<file path="src/common/dac_defines.svh">
// Register map constants for the DMA channel address and count registers
// Assumes byte addressing on a 32-bit AXI4-Lite register bus
`ifndef DAC_DEFINES_SVH
`define DAC_DEFINES_SVH
// Register index inside one channel window (byte address bits 4:2)
`define DAC_REG_SRC 3'h0
`define DAC_REG_DST 3'h1
`define DAC_REG_OFS 3'h2
`define DAC_REG_CNT 3'h3
`define DAC_REG_CTL 3'h4
// Byte addresses of the shared status and mask registers
`define DAC_ADDR_STS 8'h80
`define DAC_ADDR_MSK 8'h84
// Reset value of every 32-bit channel register
`define DAC_RST_WORD 32'h00000000
// Count values with a special meaning
`define DAC_CNT_FREE 32'h00000000
`define DAC_CNT_ONE 32'h00000001
// AXI response codes
`define DAC_RESP_OK 2'h0
`define DAC_RESP_ERR 2'h2
`endif

</file>
<file path="src/common/dac_pkg.sv">
// Types shared by the DMA channel register block
// Assumes the defines header is compiled alongside
package dac_pkg;
  // Data access size of one item
  typedef enum logic [1:0] {
    DAC_SZ_BYTE = 2'h0,
    DAC_SZ_WORD = 2'h1,
    DAC_SZ_LONG = 2'h2
  } dac_size_e;
  // Address update method
  typedef enum logic [1:0] {
    DAC_UPD_FIX = 2'h0,
    DAC_UPD_INC = 2'h1,
    DAC_UPD_OFS = 2'h2
  } dac_upd_e;
  // Channel control word, bit 0 is the enable
  typedef struct packed {
    dac_upd_e dst_upd;
    dac_upd_e src_upd;
    logic direction_select;
    logic single_mode;
    dac_size_e size;
    logic enable;
  } dac_ctl_s;
  // One channel's registers
  typedef struct packed {
    logic [31:0] source_address;
    logic [31:0] destination_address;
    logic [31:0] address_offset;
    logic [31:0] total_transfer_count;
    dac_ctl_s ctl;
  } dac_chan_s;
endpackage : dac_pkg

</file>
<file path="src/verilog/dac_regs.sv">
// Four-channel DMA address and count registers with AXI4-Lite slave
// Assumes a synchronous item strobe from the transfer engine
//
// Chosen here: the AXI4-Lite interface to the registers and the placing of the registers.
`include "dac_defines.svh"
`timescale 1ns/1ns
`default_nettype none
module dac_regs
  import dac_pkg::*;
#(
  parameter int NCH = 4
)(
  input wire logic clk,
  input wire logic rst,
  input wire logic ce,
  input wire logic item_valid,
  input wire logic [1:0] item_ch,
  input wire logic s_axi_awvalid,
  output logic s_axi_awready,
  input wire logic [7:0] s_axi_awaddr,
  input wire logic s_axi_wvalid,
  output logic s_axi_wready,
  input wire logic [31:0] s_axi_wdata,
  input wire logic [3:0] s_axi_wstrb,
  output logic s_axi_bvalid,
  input wire logic s_axi_bready,
  output logic [1:0] s_axi_bresp,
  input wire logic s_axi_arvalid,
  output logic s_axi_arready,
  input wire logic [7:0] s_axi_araddr,
  output logic s_axi_rvalid,
  input wire logic s_axi_rready,
  output logic [31:0] s_axi_rdata,
  output logic [1:0] s_axi_rresp,
  output logic [NCH-1:0] ch_active,
  output logic [NCH-1:0][31:0] src_addr,
  output logic [NCH-1:0][31:0] dst_addr,
  output logic [NCH-1:0] src_used,
  output logic [NCH-1:0] dst_used,
  output logic irq
);

  // ************************************************************
  // Parameter check
  // ************************************************************
  // Channel windows must stay below the shared registers
  if (NCH < 1 || NCH > 4) begin : g_bad_nch
    $error("NCH must be 1 to 4");
  end

  // ************************************************************
  // State
  // ************************************************************
  typedef struct packed {
    dac_chan_s [NCH-1:0] ch;
    logic [NCH-1:0] sts;
    logic [NCH-1:0] msk;
    logic bvalid;
    logic [1:0] bresp;
    logic rvalid;
    logic [1:0] rresp;
    logic [31:0] rdata;
  } dac_state_s;

  dac_state_s s_q; // Registered state
  dac_state_s s_d; // Next state
  dac_chan_s cur; // Channel named by the item strobe
  logic hit; // An item moved on an enabled channel
  logic [31:0] sz; // Access size in bytes
  logic wr_go; // Write address and data taken
  logic rd_go; // Read address taken

  // Byte-lane merge of a write
  function automatic logic [31:0] merge(input logic [31:0] old,
    input logic [31:0] wd, input logic [3:0] st);
    logic [31:0] r;
    r = old;
    for (int b = 0; b < 4; b++) begin
      if (st[b])
        r[8*b +: 8] = wd[8*b +: 8];
    end
    return r;
  endfunction : merge

  // Bytes per item for the access size
  function automatic logic [31:0] size_bytes(input dac_size_e s);
    logic [31:0] r;
    r = 32'h00000001;
    case (s)
      DAC_SZ_WORD: r = 32'h00000002;
      DAC_SZ_LONG: r = 32'h00000004;
      default: r = 32'h00000001;
    endcase
    return r;
  endfunction : size_bytes

  // Address step for one side
  function automatic logic [31:0] step(input dac_upd_e u,
    input logic [31:0] bytes, input logic [31:0] ofs);
    logic [31:0] r;
    r = 32'h00000000;
    case (u)
      DAC_UPD_INC: r = bytes;
      DAC_UPD_OFS: r = ofs;
      default: r = 32'h00000000;
    endcase
    return r;
  endfunction : step

  // ************************************************************
  // Output decode
  // ************************************************************
  // Addresses come straight from the registers; use flags decode mode
  always_comb
  begin
    for (int c = 0; c < NCH; c++) begin
      ch_active[c] = s_q.ch[c].ctl.enable;
      src_addr[c] = s_q.ch[c].source_address;
      dst_addr[c] = s_q.ch[c].destination_address;
      // The external device stands in for the unused side
      src_used[c] = !(s_q.ch[c].ctl.single_mode &&
                      s_q.ch[c].ctl.direction_select);
      dst_used[c] = !(s_q.ch[c].ctl.single_mode &&
                      !s_q.ch[c].ctl.direction_select);
    end
  end

  assign cur = s_q.ch[item_ch];
  assign sz = size_bytes(cur.ctl.size);
  assign hit = ce && item_valid && cur.ctl.enable &&
               (32'(item_ch) < NCH);
  assign wr_go = s_axi_awvalid && s_axi_wvalid && !s_q.bvalid;
  assign rd_go = s_axi_arvalid && !s_q.rvalid;
  assign s_axi_awready = wr_go;
  assign s_axi_wready = wr_go;
  assign s_axi_arready = rd_go;
  assign s_axi_bvalid = s_q.bvalid;
  assign s_axi_bresp = s_q.bresp;
  assign s_axi_rvalid = s_q.rvalid;
  assign s_axi_rresp = s_q.rresp;
  assign s_axi_rdata = s_q.rdata;
  assign irq = |(s_q.sts & s_q.msk);

  // ************************************************************
  // Next state
  // ************************************************************
  // Bus access first, then the item update so hardware wins
  always_comb
  begin
    logic [2:0] ri;
    logic [1:0] wc;
    logic [1:0] rc;
    logic [NCH-1:0] set;
    ri = s_axi_awaddr[4:2];
    wc = s_axi_awaddr[6:5];
    rc = s_axi_araddr[6:5];
    set = '0;
    s_d = s_q;
    // Responses retire on their ready
    if (s_q.bvalid && s_axi_bready)
      s_d.bvalid = 1'b0;
    if (s_q.rvalid && s_axi_rready)
      s_d.rvalid = 1'b0;
    // Write decode
    if (wr_go)
    begin
      s_d.bvalid = 1'b1;
      s_d.bresp = `DAC_RESP_OK;
      if (s_axi_awaddr == `DAC_ADDR_MSK)
        s_d.msk = NCH'(merge(32'(s_q.msk), s_axi_wdata, s_axi_wstrb));
      else if (s_axi_awaddr == `DAC_ADDR_STS)
      begin
        // Status clears only by reading; writes are ignored
      end
      else if (!s_axi_awaddr[7] && 32'(wc) < NCH &&
               ri <= `DAC_REG_CTL)
      begin
        if (ri == `DAC_REG_SRC)
          s_d.ch[wc].source_address = merge(
            s_q.ch[wc].source_address, s_axi_wdata, s_axi_wstrb);
        else if (ri == `DAC_REG_DST)
          s_d.ch[wc].destination_address = merge(
            s_q.ch[wc].destination_address, s_axi_wdata,
            s_axi_wstrb);
        else if (ri == `DAC_REG_OFS)
          s_d.ch[wc].address_offset = merge(
            s_q.ch[wc].address_offset, s_axi_wdata, s_axi_wstrb);
        else if (ri == `DAC_REG_CNT)
          s_d.ch[wc].total_transfer_count = merge(
            s_q.ch[wc].total_transfer_count, s_axi_wdata,
            s_axi_wstrb);
        else
          // Only the low nine bits exist in the control word
          s_d.ch[wc].ctl = dac_ctl_s'(9'(merge(32'(s_q.ch[wc].ctl),
            s_axi_wdata, s_axi_wstrb)));
      end
      else
        s_d.bresp = `DAC_RESP_ERR;
    end
    // Read decode; a status read clears it
    if (rd_go)
    begin
      s_d.rvalid = 1'b1;
      s_d.rresp = `DAC_RESP_OK;
      s_d.rdata = 32'h00000000;
      if (s_axi_araddr == `DAC_ADDR_MSK)
        s_d.rdata = 32'(s_q.msk);
      else if (s_axi_araddr == `DAC_ADDR_STS)
      begin
        s_d.rdata = 32'(s_q.sts);
        s_d.sts = '0;
      end
      else if (!s_axi_araddr[7] && 32'(rc) < NCH &&
               s_axi_araddr[4:2] <= `DAC_REG_CTL)
      begin
        case (s_axi_araddr[4:2])
          `DAC_REG_SRC: s_d.rdata = s_q.ch[rc].source_address;
          `DAC_REG_DST: s_d.rdata = s_q.ch[rc].destination_address;
          `DAC_REG_OFS: s_d.rdata = s_q.ch[rc].address_offset;
          // Live remaining byte count
          `DAC_REG_CNT: s_d.rdata = s_q.ch[rc].total_transfer_count;
          default: s_d.rdata = 32'(s_q.ch[rc].ctl);
        endcase
      end
      else
        s_d.rresp = `DAC_RESP_ERR;
    end
    // Item update on the strobed channel
    if (hit)
    begin
      if (src_used[item_ch])
        s_d.ch[item_ch].source_address = cur.source_address +
          step(cur.ctl.src_upd, sz, cur.address_offset);
      if (dst_used[item_ch])
        s_d.ch[item_ch].destination_address = cur.destination_address +
          step(cur.ctl.dst_upd, sz, cur.address_offset);
      // Free running: counter stays frozen at zero
      if (cur.total_transfer_count == `DAC_CNT_FREE)
        s_d.ch[item_ch].total_transfer_count = `DAC_CNT_FREE;
      else if (cur.total_transfer_count <= sz)
      begin
        // Last item: end the channel and flag it
        s_d.ch[item_ch].total_transfer_count = `DAC_CNT_FREE;
        s_d.ch[item_ch].ctl.enable = 1'b0;
        set[item_ch] = 1'b1;
      end
      else
        s_d.ch[item_ch].total_transfer_count =
          cur.total_transfer_count - sz;
    end
    // Set wins over a clearing read
    s_d.sts = s_d.sts | set;
  end

  // ************************************************************
  // Registers
  // ************************************************************
  // Whole state clears on reset and holds while ce is low
  always_ff @(posedge clk or posedge rst)
  begin
    if (rst)
      s_q <= '0;
    else if (ce)
      s_q <= s_d;
  end
endmodule : dac_regs
`default_nettype wire

</file>
<file path="config.mk">
export PLATFORM = sky130hd
export DESIGN_NAME = dac_regs
export DESIGN_NICKNAME = d
export VERILOG_FILES = /design/src/common/dac_pkg.sv /design/src/verilog/dac_regs.sv
export VERILOG_INCLUDE_DIRS = /design/src /design/src/common
export SDC_FILE = /design/constraint.sdc
export NUM_CORES = 2
export LEC_CHECK = 0
export BUFFER_PORTS_ARGS = -buffer_cell sky130_fd_sc_hd__buf_2
export CORE_MARGIN = 2
export CORE_UTILIZATION = 59
export DETAILED_ROUTE_END_ITERATION = 8
export MAX_ROUTING_LAYER = met4
export PLACE_DENSITY = 0.79
export REMOVE_ABC_BUFFERS = 1
export SYNTH_ARGS = -nofsm -noshare
export SYNTH_HDL_FRONTEND = slang
export SYNTH_SLANG_ARGS = --single-unit
</file>
<file path="constraint.sdc">
create_clock -name clk -period 22.4 [get_ports clk]
set_input_delay 3.36 -clock clk [delete_from_list [all_inputs] [get_ports clk]]
set_output_delay 3.36 -clock clk [all_outputs]
set_load 0.005 [all_outputs]
</file>
==> metrics.yaml <==
rows: 98
ys_seq_elements: 592
slew_headroom_pct: 5.15
cts_sinks: 592
synth_area_per_cell_sq_um: 10.6
critPathRequiredTime_ps: 22850
fp.coreArea_sq_um: 71700
maxSlewViolCount: 0
synthArstFlopShare_pct: 100
dp.final_hpwl_microns: 112000
setup.worst_path.end_class: "flip-flop"
cp_cell_sequence: "buf_8 > mux4_2 > inv_1 > ha_1 > nand2_1 > a21o_1 > inv_1 > ha_1 > a211oi_1 > o21ai_0 > a2111oi_0 > buf_4 > o31ai_1 > a31oi_1 > o21ai_0 > xnor2_1 > o221ai_1"
cts_hold_buf: 0
start_util_pct: 59.7
fp.dieH_microns: 274
netlist_instances: 4052
fillers: 5572
fmax_ghz: 0.120
drtAntennaViolNets: 0
period_share_pct: 37.3
worstMarginPinSlew_ps: 1420
route.detailed.wl_per_inst_microns: 33.2
final_nets: 4104
vias: 38500
yosys_warnings: 0
drc_errors: 0
synth_edf_count: 0
power_density_nw_per_um2: 91.0
drtIter0Drc: 6479
hold_viol: 0
io_pins: 373
vias_per_cell: 7.71
grt_max_degree: 159
dieArea_sq_um: 74800
antenna_found_initial: 14
cts_inserted_buffers: 68
period_minus_slack_ps: 8360
setup_viol: 0
numPortBuffers: 370
ys_seq_area_share_pct: 34.6
grt_pass1_wl_microns: 241000
mostFrequentLayoutCell: "dfrtp_1"
cts_resized: 0
post_cts.repair.setup_buffers: 0
power_mw: 4.15
grt_pass1_vias: 36400
grtUsageTotal_pct: 45.2
slowest_stage: "ha_1"
critical_path_arrival_ps: 8810
outcome: "completed"
finClkSkew_ps: 26.4
rsz0062_at_grt: "no"
place_congestion: 1.03
cts_tree: "yes"
clockBufferDepth: 3
crit_fanout: 58
grt-ovfl-total: 0
synth_cell_types: 87
drive_gt1_share_pct: 27.0
die_w_microns: 274
p_leak_nw: 19.5
fin_setup_tns_ps: 0
max-cap-violations: 0
min_path_type: "reg2reg"
critPathKind: "in2reg"
clk_latency_ps: 640
path_clk_slew_ps: 60
vdd_drop_max_v: 0.0000549
slowest_delay_ps: 850
synth.cell_area_sq_um: 42900
h-tree-depth: 3
synth_flop_cell: "dfrtp_1"
routed_wl_microns: 165000
syn_to_final_growth_pct: 6.45
dr.pass1.iters: 9
clockRootBuffer: "clkbuf_16"
cp-start-kind: "input port"
final_cell_mix: "dfrtp_1, nand2_1, mux4_2"
==> routing by layer <==
| layer | global-route usage, % | wire length (microns) | up-vias |
|---|---|---|---|
| met5 | - | 0 | - |
| met4 | 23.7 | 10900 | 0 |
| met3 | 19.6 | 29000 | 787 |
| met2 | 62.5 | 70000 | 3689 |
| met1 | 56.1 | 55500 | 18800 |
| li1 | - | - | 15200 |
==> path summary, 6_finish.rpt <==
path | start | end | slack [ps] | cells after the start
worst max register to register | flip-flop | dst_addr[27]$_DFFE_PP0P_ | 17140 | 16
worst max-delay path | item_ch[0] | dst_addr[27]$_DFFE_PP0P_ | 14040 | 17
worst min-delay path | s_axi_rdata[2]$_DFFE_PP0P_ | s_axi_rdata[2]$_DFFE_PP0P_ | 480 | 2
min in group asynchronous | rst | s_q[487]$_DFFE_PP0P_ | 2860 | 2
worst min register to register | s_axi_rdata[2]$_DFFE_PP0P_ | s_axi_rdata[2]$_DFFE_PP0P_ | 480 | 2
max in group asynchronous | rst | dst_addr[104]$_DFFE_PP0P_ | 17220 | 4
==> report_power, final <==
group,switching (mW),internal (mW)
clock network,0.489,0.693
logic,0.729,0.644
registers,0.302,1.29
==> metrics by stage <==
| step | cells | utilization (%) | instance area (sq um) | setup WS [ps] | hold WS (ps) |
|---|---|---|---|---|---|
| detailed placement | 4847 | 60.3 | 43200 | 13690 | 469 |
| global route | 4986 | 63.6 | 45600 | 13870 | 495 |
| floorplan | 3457 | - | 39400 | 2470 | 472 |
| global placement | 4847 | 60.3 | 43200 | 13750 | 462 |
| finish | 4990 | 63.6 | 45600 | 14040 | 478 |
| CTS | 4970 | 63.5 | 45600 | 14260 | 482 |
==> Yosys cell counts, types with 42 or more instances <==
library cell | n | area share, %
dfrtp_1 | 592 | 35
nand2_1 | 536 | 4.7
mux4_2 | 415 | 22
buf_4 | 305 | 5.3
o21ai_0 | 251 | 2.9
nor2_1 | 209 | 1.8
clkbuf_1 | 205 | 1.8
o221ai_1 | 144 | 2.9
a21oi_1 | 138 | 1.6
o22ai_1 | 121 | 1.8
a22o_1 | 84 | 1.7
a22oi_1 | 83 | 1.5
and2_1 | 81 | 1.2
ha_1 | 71 | 2.1
a21boi_0 | 60 | 1.1
a221oi_1 | 59 | 1.2
mux2i_1 | 53 | 1.2
buf_1 | 52 | 0.46
a21o_1 | 42 | 0.74
==> final cells by class <==
cell class	count	area, sq um	area share (%)
multi-input combinational	2827	24600	53.9
antenna	20	50.0	0.110
timing repair buffer	440	2480	5.44
inverter	38	150	0.329
clock buffer	94	2020	4.44
clock inverter	29	318	0.697
tap	950	1190	2.61
sequential	592	14800	32.5
==> critical path: cells and delay by family <==
family	cells	cell delay [ps]
AO/OA/AOI/OAI	8	2130
AND/OR/NAND/NOR	1	130
adder cells (fa/ha/maj)	2	1100
multiplexers	1	620
buffers and inverters	4	810
XOR/XNOR	1	420
==> cell families (layout without fill, tap and decap cells) <==
family	count (synthesis)	in the layout	share of synthesized area, %
DFF	592	592	34.6
other	1	22	0.00875
muxes	501	501	23.9
buffers and inverters	634	601	8.40
AOI/OAI and AO/OA	1129	1129	18.2
adders and majority gates	74	74	2.21
xor gates and xnor gates	75	75	1.53
and+or+nand+nor	1046	1046	11.2
No activity file was read; power rests on OpenSTA's default activity.
